`config.mk`:
```
export PLATFORM = sky130hd
export DESIGN_NAME = gauge_session_sequencer
export DESIGN_NICKNAME = d
export VERILOG_FILES = /design/src/rtl/gauge_pkg.sv /design/src/rtl/charge_accumulator.sv /design/src/rtl/subcmd_decoder.sv /design/src/rtl/gauge_session_sequencer.sv
export VERILOG_INCLUDE_DIRS = /design/src /design/src/rtl
export SDC_FILE = /design/constraint.sdc
export NUM_CORES = 1
export LEC_CHECK = 0
export CORE_MARGIN = 1.5
export CORE_UTILIZATION = 58
export DETAILED_ROUTE_END_ITERATION = 8
export DONT_BUFFER_PORTS = 1
export PLACE_DENSITY = 0.84
export SLEW_MARGIN = 10
export SYNTH_ARGS = -nofsm -noshare
export SYNTH_HDL_FRONTEND = slang
export SYNTH_SLANG_ARGS = --single-unit
```
`constraint.sdc`:
```
create_clock -name aclk -period 2.35 [get_ports aclk]
set_input_delay 0.1175 -clock aclk [delete_from_list [all_inputs] [get_ports aclk]]
set_output_delay 0.1175 -clock aclk [all_outputs]
set_load 0.02 [all_outputs]
```
`src/rtl/gauge_defs.svh`:
```
// constants for the gauge session sequencer
`ifndef GAUGE_DEFS_SVH
`define GAUGE_DEFS_SVH

`define REG_ADDR_W 8
`define ADDR_OPCFG 8'h00
`define ADDR_SUBCMD 8'h04
`define ADDR_REPORT 8'h08
`define ADDR_PASSED 8'h0c
`define ADDR_HEALTH 8'h10
`define ADDR_CALV 8'h14
`define ADDR_LIFETIME 8'h18

`define OPCFG_POWER 0
`define OPCFG_MODE_LO 1
`define OPCFG_MODE_HI 2
`define OPCFG_DIVIDER 3
`define OPCFG_CAL_EN 4

`define MODE_ACCUM 2'h0
`define MODE_HEALTH 2'h1
`define MODE_SERVICE_END 2'h2

`define CMD_BEGIN 16'h0011
`define CMD_END 16'h0012
`define CMD_RESET 16'h0041

`define RESP_OKAY 2'h0
`define RESP_SLVERR 2'h2

`define CLK_PERIOD_NS 10
`define INIT_TIME_NS 2000
`define FINISH_TIME_NS 500
`define INIT_CYCLES \
  ((`INIT_TIME_NS + `CLK_PERIOD_NS - 1) / `CLK_PERIOD_NS)
`define FINISH_CYCLES \
  ((`FINISH_TIME_NS + `CLK_PERIOD_NS - 1) / `CLK_PERIOD_NS)

`endif

```
`src/rtl/gauge_pkg.sv`:
```
// types shared by the gauge session sequencer
package gauge_pkg;
`include "gauge_defs.svh"

  typedef enum logic [2:0] {
    ST_OFF = 3'b000,
    ST_INIT = 3'b001,
    ST_IDLE = 3'b010,
    ST_GAUGING = 3'b011,
    ST_FINISH = 3'b100
  } seq_state_e;

  typedef struct packed {
    logic power;
    logic power_prev;
    logic [1:0] mode;
    logic divider;
    logic cal_en;
    seq_state_e state;
    logic [15:0] timer;
    logic init_flag;
    logic done_flag;
    logic eos_warn;
    logic health_low;
    logic alert;
    logic [7:0] lifetime;
    logic [15:0] last_cmd;
    logic aw_held;
    logic [`REG_ADDR_W-1:0] aw_addr;
    logic w_held;
    logic [31:0] w_data;
    logic [3:0] w_strb;
    logic bvalid;
    logic [1:0] bresp;
    logic rvalid;
    logic [1:0] rresp;
    logic [31:0] rdata;
  } seq_s;
endpackage

```
`src/rtl/charge_accumulator.sv`:
```
// discharge accumulator for the passed charge total
`timescale 1ns/1ps
`include "gauge_defs.svh"
module charge_accumulator #(
  parameter int SAMPLE_W = 16,
  parameter int TOTAL_W = 32
) (
  input wire logic aclk,
  input wire logic aresetn,
  input wire logic clear,
  input wire logic enable,
  input wire logic sample_valid,
  input wire logic [SAMPLE_W-1:0] sample,
  output logic [TOTAL_W-1:0] total
);
  logic [TOTAL_W-1:0] total_reg;
  logic [TOTAL_W-1:0] total_next;

  always_comb begin
    total_next = total_reg;
    if (clear) begin
      total_next = '0;
    end else if (enable && sample_valid) begin
      // wraps silently; width is a parameter for long sessions
      total_next = total_reg + TOTAL_W'(sample);
    end
  end

  always_ff @(posedge aclk) begin
    if (!aresetn) begin
      total_reg <= '0;
    end else begin
      total_reg <= total_next;
    end
  end

  assign total = total_reg;

  a_clear_zeroes_total: assert property (
    @(posedge aclk) disable iff (!aresetn) clear |=> total == '0)
    else $error("total not zero after clear");

  a_idle_total_holds: assert property (
    @(posedge aclk) disable iff (!aresetn)
    (!clear && !(enable && sample_valid)) |=> $stable(total))
    else $error("total moved while not accumulating");
endmodule

```
`src/rtl/subcmd_decoder.sv`:
```
// decodes two-byte control subcommand codes
`timescale 1ns/1ps
`include "gauge_defs.svh"
module subcmd_decoder (
  input wire logic [15:0] code,
  output logic is_begin,
  output logic is_end,
  output logic is_reset
);
  function automatic logic code_is(input logic [15:0] c,
                                   input logic [15:0] ref_code);
    code_is = (c == ref_code);
  endfunction

  always_comb begin
    is_begin = code_is(code, `CMD_BEGIN);
    is_end = code_is(code, `CMD_END);
    is_reset = code_is(code, `CMD_RESET);
  end
endmodule

```
`src/rtl/gauge_session_sequencer.sv`:
```
// gauging session sequencer with axi4-lite register slave
//
// Design decisions made here: the AXI4-Lite register port and the register addresses.
`timescale 1ns/1ps
`include "gauge_defs.svh"
module gauge_session_sequencer #(
  parameter logic [15:0] SERVICE_END_RES_LIMIT = 16'h0400,
  parameter logic [7:0] HEALTH_LOW_LIMIT = 8'h14
) (
  input wire logic aclk,
  input wire logic aresetn,
  input wire logic [`REG_ADDR_W-1:0] s_axi_awaddr,
  input wire logic s_axi_awvalid,
  output logic s_axi_awready,
  input wire logic [31:0] s_axi_wdata,
  input wire logic [3:0] s_axi_wstrb,
  input wire logic s_axi_wvalid,
  output logic s_axi_wready,
  output logic [1:0] s_axi_bresp,
  output logic s_axi_bvalid,
  input wire logic s_axi_bready,
  input wire logic [`REG_ADDR_W-1:0] s_axi_araddr,
  input wire logic s_axi_arvalid,
  output logic s_axi_arready,
  output logic [31:0] s_axi_rdata,
  output logic [1:0] s_axi_rresp,
  output logic s_axi_rvalid,
  input wire logic s_axi_rready,
  input wire logic discharge_valid,
  input wire logic [15:0] discharge_amount,
  input wire logic [15:0] cell_millivolts,
  input wire logic [15:0] cell_counts,
  input wire logic [7:0] health_estimate,
  input wire logic [15:0] cell_resistance,
  output logic host_alert_out,
  output logic host_alert_oe_n,
  output logic measure_enable,
  output logic external_divider_select,
  output logic cal_active
);
  gauge_pkg::seq_s r;
  gauge_pkg::seq_s n;

  logic aw_fire;
  logic w_fire;
  logic ar_fire;
  logic wr_go;
  logic [`REG_ADDR_W-1:0] wr_addr;
  logic [31:0] wr_data;
  logic [3:0] wr_strb;
  logic cmd_go;
  logic cmd_begin;
  logic cmd_end;
  logic cmd_reset;
  logic acc_clear;
  logic acc_enable;
  logic [31:0] passed_charge_total;
  logic [7:0] health_percent_reading;
  logic [15:0] cal_reading;
  logic [31:0] cell_condition_report;

  function automatic logic is_mode(input logic [1:0] m,
                                   input logic [1:0] code);
    is_mode = (m == code);
  endfunction

  assign s_axi_awready = !r.aw_held && !r.bvalid;
  assign s_axi_wready = !r.w_held && !r.bvalid;
  assign s_axi_arready = !r.rvalid;
  assign aw_fire = s_axi_awvalid && s_axi_awready;
  assign w_fire = s_axi_wvalid && s_axi_wready;
  assign ar_fire = s_axi_arvalid && s_axi_arready;

  // address and data may arrive in either order
  assign wr_go = (r.aw_held || aw_fire) && (r.w_held || w_fire);
  assign wr_addr = r.aw_held ? r.aw_addr : s_axi_awaddr;
  assign wr_data = r.w_held ? r.w_data : s_axi_wdata;
  assign wr_strb = r.w_held ? r.w_strb : s_axi_wstrb;

  // both code bytes must be written for a command to count
  assign cmd_go = wr_go && wr_addr == `ADDR_SUBCMD &&
                  wr_strb[1:0] == 2'h3;

  subcmd_decoder u_decoder (
    .code(wr_data[15:0]),
    .is_begin(cmd_begin),
    .is_end(cmd_end),
    .is_reset(cmd_reset)
  );

  assign acc_clear = (r.state == gauge_pkg::ST_OFF) ||
                     (r.state == gauge_pkg::ST_INIT) ||
                     (cmd_go && cmd_begin &&
                      r.state == gauge_pkg::ST_IDLE);
  assign acc_enable = (r.state == gauge_pkg::ST_GAUGING);

  charge_accumulator #(
    .SAMPLE_W(16),
    .TOTAL_W(32)
  ) u_accum (
    .aclk(aclk),
    .aresetn(aresetn),
    .clear(acc_clear),
    .enable(acc_enable),
    .sample_valid(discharge_valid),
    .sample(discharge_amount),
    .total(passed_charge_total)
  );

  // accumulator mode has no health result
  assign health_percent_reading = is_mode(r.mode, `MODE_ACCUM) ?
                                  8'h00 : health_estimate;
  assign cal_reading = r.divider ? cell_counts : cell_millivolts;
  assign cell_condition_report = {24'h000000, r.state,
                                  r.state == gauge_pkg::ST_GAUGING,
                                  r.health_low, r.eos_warn,
                                  r.done_flag, r.init_flag};

  always_comb begin
    n = r;
    n.power_prev = r.power;
    // bus write side
    if (aw_fire) begin
      n.aw_held = 1'b1;
      n.aw_addr = s_axi_awaddr;
    end
    if (w_fire) begin
      n.w_held = 1'b1;
      n.w_data = s_axi_wdata;
      n.w_strb = s_axi_wstrb;
    end
    if (s_axi_bvalid && s_axi_bready) begin
      n.bvalid = 1'b0;
    end
    if (wr_go) begin
      n.aw_held = 1'b0;
      n.w_held = 1'b0;
      n.bvalid = 1'b1;
      n.bresp = `RESP_OKAY;
      case (wr_addr)
        `ADDR_OPCFG: begin
          if (wr_strb[0]) begin
            n.power = wr_data[`OPCFG_POWER];
            n.mode = wr_data[`OPCFG_MODE_HI:`OPCFG_MODE_LO];
            n.divider = wr_data[`OPCFG_DIVIDER];
            n.cal_en = wr_data[`OPCFG_CAL_EN];
          end
        end
        `ADDR_SUBCMD: begin
          if (wr_strb[1:0] == 2'h3) begin
            n.last_cmd = wr_data[15:0];
          end
        end
        default: begin
          n.bresp = `RESP_SLVERR;
        end
      endcase
    end
    // bus read side
    if (s_axi_rvalid && s_axi_rready) begin
      n.rvalid = 1'b0;
    end
    if (ar_fire) begin
      n.rvalid = 1'b1;
      n.rresp = `RESP_OKAY;
      case (s_axi_araddr)
        `ADDR_OPCFG: n.rdata = {27'h0000000, r.cal_en, r.divider,
                                r.mode, r.power};
        `ADDR_SUBCMD: n.rdata = {16'h0000, r.last_cmd};
        `ADDR_REPORT: begin
          n.rdata = cell_condition_report;
          // the report read releases the alert; later sets win
          n.alert = 1'b0;
        end
        `ADDR_PASSED: n.rdata = passed_charge_total;
        `ADDR_HEALTH: n.rdata = {24'h000000, health_percent_reading};
        `ADDR_CALV: n.rdata = {16'h0000, cal_reading};
        `ADDR_LIFETIME: n.rdata = {24'h000000, r.lifetime};
        default: begin
          n.rdata = 32'h00000000;
          n.rresp = `RESP_SLVERR;
        end
      endcase
    end
    // session sequencing
    if (!r.power) begin
      // unpowered: the configuration word, last_cmd and lifetime survive
      n.state = gauge_pkg::ST_OFF;
      n.timer = 16'h0000;
      n.init_flag = 1'b0;
      n.done_flag = 1'b0;
      n.eos_warn = 1'b0;
      n.health_low = 1'b0;
      n.alert = 1'b0;
    end else if (!r.power_prev || (cmd_go && cmd_reset)) begin
      n.state = gauge_pkg::ST_INIT;
      n.timer = 16'(`INIT_CYCLES);
      n.init_flag = 1'b0;
      n.done_flag = 1'b0;
      n.eos_warn = 1'b0;
      n.health_low = 1'b0;
      n.alert = 1'b0;
    end else begin
      case (r.state)
        gauge_pkg::ST_INIT: begin
          n.timer = r.timer - 16'h0001;
          if (r.timer == 16'h0001) begin
            n.init_flag = 1'b1;
            n.alert = 1'b1;
            n.state = gauge_pkg::ST_IDLE;
          end
        end
        gauge_pkg::ST_IDLE: begin
          if (cmd_go && cmd_begin) begin
            n.state = gauge_pkg::ST_GAUGING;
            n.done_flag = 1'b0;
          end else if (cmd_go && cmd_end &&
                       is_mode(r.mode, `MODE_HEALTH)) begin
            // health mode may end without a begin
            n.state = gauge_pkg::ST_FINISH;
            n.timer = 16'(`FINISH_CYCLES);
          end
        end
        gauge_pkg::ST_GAUGING: begin
          if (cmd_go && cmd_end) begin
            n.state = gauge_pkg::ST_FINISH;
            n.timer = 16'(`FINISH_CYCLES);
          end
        end
        gauge_pkg::ST_FINISH: begin
          n.timer = r.timer - 16'h0001;
          if (r.timer == 16'h0001) begin
            n.state = gauge_pkg::ST_IDLE;
            n.done_flag = 1'b1;
            n.alert = 1'b1;
            if (is_mode(r.mode, `MODE_SERVICE_END)) begin
              n.eos_warn = cell_resistance > SERVICE_END_RES_LIMIT;
            end
            if (is_mode(r.mode, `MODE_HEALTH)) begin
              n.lifetime = r.lifetime + 8'h01;
              n.health_low = health_estimate < HEALTH_LOW_LIMIT;
            end
          end
        end
        default: begin
          n.state = gauge_pkg::ST_OFF;
        end
      endcase
    end
  end

  always_ff @(posedge aclk) begin
    if (!aresetn) begin
      r <= '0; // mode 0 selects the accumulator by default
    end else begin
      r <= n;
    end
  end

  // open-drain alert: driven low while pending; the pending flag clears one cycle after power drops
  assign host_alert_out = 1'b0;
  assign host_alert_oe_n = !r.alert;
  assign measure_enable = (r.state != gauge_pkg::ST_OFF);
  assign external_divider_select = r.divider;
  assign cal_active = r.cal_en && (r.state != gauge_pkg::ST_OFF) &&
                      is_mode(r.mode, `MODE_ACCUM);
  assign s_axi_bvalid = r.bvalid;
  assign s_axi_bresp = r.bresp;
  assign s_axi_rvalid = r.rvalid;
  assign s_axi_rresp = r.rresp;
  assign s_axi_rdata = r.rdata;

  a_off_undriven: assert property (
    @(posedge aclk) disable iff (!aresetn)
    !r.power |=> (r.state == gauge_pkg::ST_OFF) && host_alert_oe_n &&
                 !measure_enable)
    else $error("device active or alert driven while unpowered");

  a_init_then_alert: assert property (
    @(posedge aclk) disable iff (!aresetn)
    $rose(r.init_flag) |-> !host_alert_oe_n &&
                           $past(r.state) == gauge_pkg::ST_INIT)
    else $error("init complete without alert low");

  a_power_rise_init: assert property (
    @(posedge aclk) disable iff (!aresetn)
    (r.power && !r.power_prev) |=> r.state == gauge_pkg::ST_INIT &&
                                   !r.init_flag)
    else $error("power rise did not restart initialisation");

  a_report_releases: assert property (
    @(posedge aclk) disable iff (!aresetn)
    (ar_fire && s_axi_araddr == `ADDR_REPORT &&
     r.state == gauge_pkg::ST_IDLE && !cmd_go)
    |=> host_alert_oe_n)
    else $error("report read did not release alert");

  a_done_alert: assert property (
    @(posedge aclk) disable iff (!aresetn)
    $rose(r.done_flag) |-> !host_alert_oe_n &&
                           $past(r.state) == gauge_pkg::ST_FINISH)
    else $error("done flag without alert low");

  a_cal_accum_only: assert property (
    @(posedge aclk) disable iff (!aresetn)
    cal_active |-> r.mode == `MODE_ACCUM)
    else $error("calibration outside accumulator mode");

  a_accum_no_health: assert property (
    @(posedge aclk) disable iff (!aresetn)
    (ar_fire && s_axi_araddr == `ADDR_HEALTH && r.mode == `MODE_ACCUM)
    |=> s_axi_rdata == 32'h00000000)
    else $error("health result reported in accumulator mode");

  a_begin_gauging: assert property (
    @(posedge aclk) disable iff (!aresetn)
    (cmd_go && cmd_begin && r.power && r.power_prev &&
     r.state == gauge_pkg::ST_IDLE)
    |=> r.state == gauge_pkg::ST_GAUGING)
    else $error("begin code did not start gauging");

  a_end_finish: assert property (
    @(posedge aclk) disable iff (!aresetn)
    (cmd_go && cmd_end && r.power && r.power_prev &&
     r.state == gauge_pkg::ST_GAUGING)
    |=> r.state == gauge_pkg::ST_FINISH ##[1:60] r.done_flag)
    else $error("end code did not finish gauging in time");

  a_divider_counts: assert property (
    @(posedge aclk) disable iff (!aresetn)
    (ar_fire && s_axi_araddr == `ADDR_CALV && r.divider)
    |=> s_axi_rdata[15:0] == $past(cell_counts))
    else $error("divider mode did not report raw counts");
endmodule

```
==> out/metrics.yaml, run 1 <==
outcome:
  status: "complete, no violations"
global_route:
  globalRouteOverflowTotal: 0
  antenna_found_initial: 2
  grt_max_degree: 59
  track_usage: 0.297
  grt_pass1_vias: 7267
  grt_pass1_wl_mm: 35.4
drt:
  wl_per_cell_um: 18.2
  vias_per_cell: 6.20
  drc: 0
  vias: 8061
  first_pass_iters: 7
  wl_mm: 23.6
  drtAntennaViolNets: 0
  wl_met2_mm: 11.5
  drt-met1-wl_mm: 9.56
  highest_layer: "met4"
  dr_wl_met3_mm: 2.09
  drt_iter0_drc: 675
worst_setup_path:
  cpLargestDelayFamily: "compound AO/OA/AOI/OAI gates"
  path_max_fanout: 6
  crit_buf_inv: 0
  cp-start-kind: "flip-flop"
  r2r_start: "u_accum.total[1]"
  critPathKind: "reg2reg"
  end_kind: "flip-flop"
  crit_start: "u_accum.total[1]"
  slowest_delay_ns: 0.41
  cp.required_ns: 2.71
  cp_data_arrival_time_ns: 2.69
  critPathMostFrequentCell: "o21ai_0"
  slowest_stage: "a211oi_1"
  worstPathCellList: "ha_1, a211oi_1, o21ai_0, and4_1, o21ai_0, mux2_2, nor3_1"
  reg2reg_slack_ns: 0.02
floorplanning:
  core_area_mm2: 0.0144
  start_util: 0.590
  dieArea_mm2: 0.0154
  die_y_um: 124
  rows: 44
  io_pins: 178
  die_width_um: 124
placement:
  dp_hpwl_mm: 16.0
  dp.cells: 1215
  placed_area_mm2: 0.00861
  place_congestion: 0.926
  port_buffers: 0
clock_network:
  numCtsBuffers: 17
  cts-root-buf: "clkbuf_16"
  cts.path.max_buffers: 2
  insertion_delay_ns: 0.43
  cts_sinks: 150
  clk_pin_slew_ns: 0.06
  cts_tree: "yes"
  cts_max_level: 4
synthesis:
  ys_types: 80
  ys.flop_type: "dfxtp_1"
  syn_inst: 1079
  syn_avg_cell_area_um2: 7.89
  ys.warnings.count: 0
  ys_ff_latch: 150
  synth_edf_count: 0
  synth_seq_area_share: 0.353
  synth-async-reset-ratio: 0
  syn-cell-area_mm2: 0.00852
finish:
  areaGrowthSynthToFinish_pct: 15.8
  nFillCells: 1116
  nets: 1253
  post-route-util: 0.683
  drive_above_1_share: 0.124
  final_cell_mix: "nand2_1 (144), dfxtp_1 (142), nor2_1 (115)"
  largest_reg_flops: 73
  final_cells: 1300
  final_common_cell: "nand2_1"
  postLayoutCellArea_mm2: 0.00986
sta:
  finalSetupTns_ns: 0
  clock_skew_ns: 0.00771
  timing.final.crit_period_ns: 2.33
  setup_viol: 0
  report.final.slew_viol_count: 0
  final-hold-violation-count: 0
  timing.fmax_mhz: 429
  slew_headroom: 0.544
  finalCritPeriodShare: 0.993
  hold_ws_ns: 0.00232
  tightest_slew_ns: 0.684
worst_hold_path:
  hold_start: "s_axi_araddr[3]"
  hp-class: "in2reg"
power_and_ir_drop:
  leakagePower_nw: 3.50
  power_density_mw_per_mm2: 596
  ir_drop_v: 0.000563
job:
  cap_viol_max_count: 0
## worst paths after layout
| path | endpoint | cells after the start |
|---|---|---|
| worst max register to register | u_accum.total[15] | 7 |
| worst min-delay path | s_axi_rdata[14] | 3 |
| worst min register to register | cell_condition_report[2] | 2 |
| worst max-delay path | u_accum.total[15] | 7 |
## through the flow
stage / setup WS (ns) / total power, mW
2_1_floorplan: 0.0857 / 3.02
3_3_place_gp: 0.0631 / 3.09
3_5_place_dp: 0.0462 / 3.10
4_1_cts: 0.0225 / 5.85
5_1_grt: -0.152 / 6.04
6_report: 0.0171 / 5.87
## final cells by class
cell class	instances	area [um2]	area share
Tap cell	184	230	0.0234
Multi-Input combinational cell	812	5050	0.512
Clock inverter	12	126	0.0128
Timing Repair Buffer	96	882	0.0895
Sequential cell	150	3020	0.306
Inverter	24	90.1	0.00914
Antenna cell	2	5.00	0.000508
Clock buffer	20	457	0.0463
## layer usage
layer  vias to the layer above  GRT usage
met5                         -          0
met4                         0      0.102
met3                        47     0.0861
met2                       369      0.505
met1                      3758      0.358
li1                       3887          -
## worst register-to-register path: cells and delay by family, from the launching register on
kind            cells  cell delay [ns]
compound gates      3             0.84
fa+ha+maj           1             0.32
flops               1             0.36
mux                 1             0.36
simple gates        2             0.39
## cells by family (layout without fill, tap and decap cells)
kind of cell,count (synthesis),in the layout,synth area share
AND/OR/NAND/NOR,440,440,0.250
AO/OA/AOI/OAI,272,272,0.203
flip-flops,150,150,0.353
buffers and inverters,119,152,0.0724
multiplexers,72,72,0.0858
adder cells (fa/ha/maj),20,20,0.0303
XOR/XNOR,5,5,0.00514
other,1,5,0.000440
## Yosys cell counts, types with 13 or more instances
library cell / instances / area [um2]
nand3_1: 44 / 220
ha_1: 19 / 238
a22oi_1: 13 / 97.6
nand2_1: 144 / 541
o21ai_0: 49 / 245
nand2b_1: 19 / 119
inv_1: 23 / 86.3
buf_2: 13 / 65.1
a21oi_1: 103 / 515
mux2i_1: 64 / 641
nor3_1: 21 / 105
a211oi_1: 27 / 203
nor2_1: 115 / 432
dfxtp_1: 150 / 3000
buf_4: 38 / 285
clkbuf_1: 37 / 139
## report_power, final
| part | internal (mW) | leakage (nW) | switching (mW) | total [mW] |
|---|---|---|---|---|
| sequential | 2.59 | 1.22 | 0.0483 | 2.63 |
| combinational | 0.221 | 1.99 | 0.291 | 0.512 |
| clock | 1.62 | 0.286 | 1.11 | 2.73 |
| total | 4.42 | 3.50 | 1.45 | 5.87 |
## timing repair
action	4_1_cts	5_1_grt
setup endpoints to repair	0	43
hold endpoints to repair	71	0
setup buffers	0	7
gates resized for setup	0	34
hold buffers	43	0
Note: power is estimated with default switching activity, not from simulation.
==> run 2: changes to the inputs <==
- CORE_UTILIZATION: 58 -> 64
- PLACE_DENSITY: 0.84 -> 0.88
- clock period: 2.35 -> 2.5 ns (I/O delays scaled with it)
==> run 2 against run 1 <==
Via count is 0.83% lower. Combinational power is 12% lower. Non-clock buffer count is 27 lower. First-iteration DRC count is 0.30% lower. Sequential share of layout area is 0.92 points higher. Clock-buffer cell count is 2 higher. Sequential power is 6% lower. Wire length is 1.6% lower.
==> out/metrics.yaml, run 2 (same netlist as run 1, synthesis figures left out) <==
floorplanning:
  start_util: 0.664  # +0.0736
  core_area_mm2: 0.0128  # -11%
  die_width_um: 118  # -4.7%
  rows: 41  # -6.8%
  dieArea_mm2: 0.0140  # -9.2%
  io_pins: 178  # unchanged
  die_y_um: 118  # -4.7%
finish:
  nFillCells: 921  # -17%
  seqCellArea_mm2: 0.00301  # -0.50%
  areaGrowthSynthToFinish_pct: 11.8
  largest_reg_flops: 73  # unchanged
  multiInputGateArea_mm2: 0.00497  # -1.6%
  final_common_cell: "dfxtp_1"
  postLayoutCellArea_mm2: 0.00952  # -3.4%
  post-route-util: 0.743  # +0.0591
  drive_above_1_share: 0.0893  # -0.0346
  nets: 1226  # -2.2%
  final_cell_mix: "dfxtp_1 (148), nand2_1 (144), nor2_1 (115)"
  final_cells: 1259  # -3.2%
placement:
  place_congestion: 0.944  # +1.9%
  dp.cells: 1186  # -2.4%
  port_buffers: 0  # unchanged
  placed_area_mm2: 0.00847  # -1.7%
  dp_hpwl_mm: 15.7  # -1.7%
sta:
  finalSetupTns_ns: 0  # unchanged
  final-hold-violation-count: 0  # unchanged
  report.final.slew_viol_count: 0  # unchanged
  clock_skew_ns: 0.00666  # -0.00105 ns
  rsz0062_at_grt: "false"
  slew_headroom: 0.530  # -0.0141
  tightest_slew_ns: 0.705  # +0.0212 ns
  timing.fmax_mhz: 423  # -1.4%
  setup_viol: 0  # unchanged
  timing.final.crit_period_ns: 2.37  # +0.0326 ns
  finalCritPeriodShare: 0.946  # -0.0465
drt:
  vias_per_cell: 6.35  # +2.4%
  first_pass_iters: 7  # unchanged
  highest_layer: "met5"
  dr_wl_met3_mm: 1.94  # -7.1%
  drt_iter0_drc: 673  # -0.30%
  drc: 0  # unchanged
  wl_met2_mm: 11.3  # -1.7%
  vias: 7994  # -0.83%
  drtAntennaViolNets: 0  # unchanged
  wl_per_cell_um: 18.5  # +1.7%
  drt-met1-wl_mm: 9.40  # -1.7%
  wl_mm: 23.3  # -1.6%
clock_network:
  numCtsBuffers: 17  # unchanged
  cts.path.max_buffers: 2  # unchanged
  clk_pin_slew_ns: 0.06  # about the same
  cts_sinks: 150  # unchanged
  cts_tree: "yes"
  cts_max_level: 4  # unchanged
  cts-root-buf: "clkbuf_16"
  insertion_delay_ns: 0.42  # about the same
worst_hold_path:
  hold_end: "s_axi_rdata[10]"
  hold_depth: 3  # unchanged
  hp-class: "in2reg"
  hold_start: "s_axi_araddr[3]"
power_and_ir_drop:
  p_comb_frac: 0.082  # -0.005
  seq_power_share: 0.452  # +0.003
  p_int_mw: 4.21  # -4.8%
  ir_drop_v: 0.000547  # -2.9%
  total_power_mw: 5.50  # -6.4%
  leakagePower_nw: 3.33  # -4.7%
  power_density_mw_per_mm2: 577  # -3.1%
  clock_power_share: 0.466  # +0.002
  switching_share: 0.234  # -0.0125
  switchingPower_mw: 1.29  # -11%
worst_setup_path:
  reg2reg_depth: 6  # -1
  r2r_start: "r[121]"
  r2r-end: "r[106]"
  crit_start: "r[121]"
  reg2reg_slack_ns: 0.13  # +0.12 ns
  cp_data_arrival_time_ns: 2.68  # about the same
  worstPathCellList: "or4_4, nor3_4, nand4_2, a311oi_4, a21oi_1, a31o_2"
  cpLargestDelayFamily: "simple AND/OR/NAND/NOR gates"
  path_max_fanout: 9  # +3
  slowest_delay_ns: 0.57  # +0.16 ns
  end_kind: "flip-flop"
  cp-start-kind: "flip-flop"
  crit_buf_inv: 0  # unchanged
  cp.required_ns: 2.82  # +0.11 ns
  slowest_stage: "or4_4"
  critPathKind: "reg2reg"
global_route:
  grt_pass1_vias: 7497  # +3.2%
  track_usage: 0.329  # +0.0316
  grt_pass1_wl_mm: 37.1  # +4.8%
  antenna_found_initial: 2  # unchanged
  globalRouteOverflowTotal: 0  # unchanged
  grt_max_degree: 58  # -1.7%
job:
  cap_viol_max_count: 0  # unchanged
outcome:
  status: "complete, no violations"
[run 2: power by group through the flow]
stage                     Combinational, mW  Sequential [mW]  Clock (mW)
final                                 0.450             2.48        2.56
after global routing                  0.487             2.49        2.67
after CTS                             0.432             2.48        2.57
after detailed placement              0.368             2.53           0
after global placement                0.357             2.53           0
after floorplan                       0.330             2.51           0
[run 2: worst max-delay path by stage]
stage                               end  cells past startpoint  slack (ns)
5_1_grt               u_accum.total[28]                      9       0.005
2_1_floorplan         u_accum.total[28]                      8        0.24
6_report                         r[106]                      6        0.13
4_1_cts        cell_condition_report[2]                      8        0.06
3_5_place_dp                     r[106]                      6        0.15
3_3_place_gp          u_accum.total[16]                      8        0.18
[run 2: tightest hold or removal path, cell delays in order]
cell and delay [ns]:
o21ai_0 0.14, a22oi_1 0.07, nor2_1 0.07
[run 2: cell type report]
class                      count  share of cell area
tap                          172              0.0226
multi-input combinational    812               0.522
timing repair buffer          69              0.0695
clock inverter                 9              0.0133
antenna                        1            0.000263
clock buffer                  22              0.0477
sequential                   150               0.316
inverter                      24             0.00946
[run 2: metal layers]
layer	global-route usage	up-vias
met5	0	-
met4	0.138	2
met3	0.0912	56
met2	0.545	360
met1	0.400	3744
li1	-	3832
[run 2: metrics by stage]
stage | hold WS [ns] | setup slack, ns
floorplan | 0.224 | 0.236
global placement | 0.227 | 0.180
detailed placement | 0.237 | 0.150
CTS | 0.00287 | 0.0620
global route | 0.0179 | 0.00460
finish | 0.0151 | 0.134
[run 2: timing repair]
action / CTS / global route
setup endpoints to repair: 0 / 62
resized for setup: 0 / 13
hold buffers: 41 / 0
setup buffers: 0 / 0
hold endpoints to repair: 58 / 0
==> run 3: changes to the inputs <==
- SYNTH_HIERARCHICAL: default -> 1
==> run 3 against run 2 <==
The run now ends with negative setup slack left. Cell area up 4.7%. First-iteration DRC count up 62%. Sequential share of layout area down 1.4 points. Total power up 2.4%. Setup slack worse by 0.78 ns. Maximum frequency down 25%. Global-route usage up 6.9 points. Wire length up 22%. Clock skew up 0.00097 ns. Die area down 1.3%. Via count up 6.8%. Register-to-register slack worse by 0.78 ns. Largest cell class unchanged. Largest power group unchanged.
==> out/metrics.yaml, run 3 <==
synthesis:
  synth_top_cell_by_area: "dfxtp_1"
  synthTopCellsByArea: "dfxtp_1 (36%), nand2_1 (5.5%), a21oi_1 (4.8%), mux2i_1 (4.5%), mux2_2 (4.3%)"
  synth.most_common_cell: "dfxtp_1"
  syn_inst: 1003  # -7.0%
  ys.warnings.count: 6  # +6
  ys_ff_latch: 150  # unchanged
  ys.flop_type: "dfxtp_1"
  syn-cell-area_mm2: 0.00840  # -1.4%
  synth_top_area_frac: 0.358  # +0.00489
  ys_types: 83  # +3.8%
  synth_seq_area_share: 0.358  # +0.00489
  syn_avg_cell_area_um2: 8.37  # +6.1%
  synthTopCellsByCount: "dfxtp_1 (150), nand2_1 (123), nor2_1 (91)"
  synth-async-reset-ratio: 0  # unchanged
  synth_edf_count: 0  # unchanged
worst_setup_path:
  cp_data_arrival_time_ns: 3.47  # +0.79 ns
  slowest_delay_ns: 0.58  # about the same
  end_kind: "flip-flop"
  slowest_stage: "or4_4"
  cpLargestDelayFamily: "simple AND/OR/NAND/NOR gates"
  path_max_fanout: 6  # -3
  crit_buf_inv: 1  # +1
  critPathKind: "reg2reg"
  cp.required_ns: 2.83  # about the same
  critPathMostFrequentCell: "or4_4"
  worstPathCellList: "buf_12, mux2_2, or4_4, nor4_4, nor4bb_4, o22ai_1, or4_4, and3_4, o31a_1"
  cp-start-kind: "flip-flop"
drt:
  drt_iter0_drc: 1088  # +62%
  wl_per_cell_um: 23.0  # +25%
  vias_per_cell: 6.93  # +9.2%
  drc: 0  # unchanged
  vias: 8539  # +6.8%
  wl_mm: 28.4  # +22%
  drtAntennaViolNets: 0  # unchanged
  first_pass_iters: 6  # -1
finish:
  nets: 1199  # -2.2%
  post-route-util: 0.784  # +0.0412
  antennaDiodeCount: 0  # -1
  final_common_cell: "dfxtp_1"
  drive_above_1_share: 0.192  # +0.102
  postLayoutCellArea_mm2: 0.00997  # +4.7%
  areaGrowthSynthToFinish_pct: 18.7
  largest_reg_flops: 73  # unchanged
  final_cell_mix: "dfxtp_1 (149), nand2_1 (123), nor2_1 (88)"
  final_cells: 1232  # -2.1%
global_route:
  antenna_found_initial: 0  # -2
  grt_max_degree: 77  # +33%
  track_usage: 0.398  # +0.0692
  globalRouteOverflowTotal: 0  # unchanged
  grt_pass1_vias: 8270  # +10%
  grt_pass1_wl_mm: 43.8  # +18%
floorplanning:
  core_area_mm2: 0.0127  # -0.80%
  rows: 41  # unchanged
  start_util: 0.660  # -0.00379
  die_y_um: 118  # -0.67%
  die_width_um: 118  # -0.67%
  io_pins: 178  # unchanged
  dieArea_mm2: 0.0138  # -1.3%
placement:
  dp.cells: 1151  # -3.0%
  port_buffers: 0  # unchanged
  dp_hpwl_mm: 18.6  # +18%
  pre_cts_slack_ns: -0.710  # -0.861 ns
  placed_area_mm2: 0.00877  # +3.6%
  place_congestion: 0.973  # +3.1%
clock_network:
  cts_max_level: 4  # unchanged
  cts.path.max_buffers: 2  # unchanged
  clk_pin_slew_ns: 0.06  # about the same
  insertion_delay_ns: 0.44  # +0.02 ns
  cts_sinks: 150  # unchanged
  numCtsBuffers: 17  # unchanged
  cts_tree: "yes"
  cts-root-buf: "clkbuf_16"
power_and_ir_drop:
  power_density_mw_per_mm2: 565  # -2.2%
  ir_drop_v: 0.000667  # +22%
  leakagePower_nw: 3.73  # +12%
  total_power_mw: 5.63  # +2.4%
outcome:
  status: "complete, but fails checks"
  violations: "negative setup slack"
sta:
  final-hold-violation-count: 0  # unchanged
  finalCritPeriodShare: 1.26  # +0.311
  timing.fmax_mhz: 318  # -25%
  tightest_slew_ns: 0.895  # +0.189 ns
  setup_slack_ns: -0.643  # -0.777 ns
  finalSetupTns_ns: -31.16  # -31.16 ns
  slew_headroom: 0.398  # -0.132
  report.final.slew_viol_count: 0  # unchanged
  timing.final.crit_period_ns: 3.14  # +0.777 ns
  setup_viol: 64  # +64
  rsz0062_at_grt: "true"
  clock_skew_ns: 0.00763  # +0.000973 ns
  hold_ws_ns: 0.00213  # -0.0130 ns
job:
  cap_viol_max_count: 0  # unchanged
worst_hold_path:
  hp-class: "in2reg"
run 3: changes by cell type after synthesis, sizes merged, moves of 8 or more:
cell and change:
mux2i -26, mux2 +24, nor2 -24, a21oi -21, nand2 -21, a211oi -17
xnor2 +16, nand3 -14, nand2b -13, o21ai -13, a222oi +8
run 3: power by group:
part | switching, mW | internal (mW)
logic | 0.310 | 0.243
clock network | 1.11 | 1.49
registers | 0.0415 | 2.43
run 3: layout make-up:
cell class	count	area, um2
multi-input cells	746	5090
flip-flops and latches	150	3010
fillers	843	2750
repair buffers	113	995
clock buffers	17	425
well taps	172	215
clock inverters	15	168
inverters	19	71.3
run 3: cells by family after synthesis:
group | after synthesis | share of synthesized area
DFF | 150 | 0.358
muxes | 70 | 0.0882
and+or+nand+nor | 381 | 0.228
buffers and inverters | 110 | 0.0673
other | 1 | 0.000446
adders and majority gates | 20 | 0.0307
AOI/OAI and AO/OA | 247 | 0.202
xor gates and xnor gates | 24 | 0.0250
run 3: worst reg2reg max path: cells and delay by family (launching register included):
family / cells / cell delay (ns)
multiplexers: 1 / 0.37
AND/OR/NAND/NOR: 5 / 1.83
AO/OA/AOI/OAI: 2 / 0.33
buffers and inverters: 1 / 0.13
flip-flops: 1 / 0.38
run 3: metal layers:
layer  share of wire  vias up  wire length [um]  track usage
met5               0        -                 0            0
met4           0.044        0              1240        0.194
met3            0.11      111              3060        0.112
met2            0.47      607             13400        0.657
met1            0.38     4082             10600        0.478
li1                -     3739                 -            -
run 3: final timing paths:
kind	startpoint	to	slack (ns)	cells after the start
min	s_axi_wdata[5]	r[89]	0.002	3
max reg2reg	r[74]	r[116]	-0.64	9
min reg2reg	r[42]	r[42]	0.46	2
max	r[74]	r[116]	-0.64	9
run 3: repair_timing:
item,in CTS,in global routing
endpoints found under the hold margin,46,0
cloned,2,1
endpoints found under the setup margin,64,64
resized for setup,29,8
hold buffers,35,0
pin swaps,8,7
buffers inserted,10,1
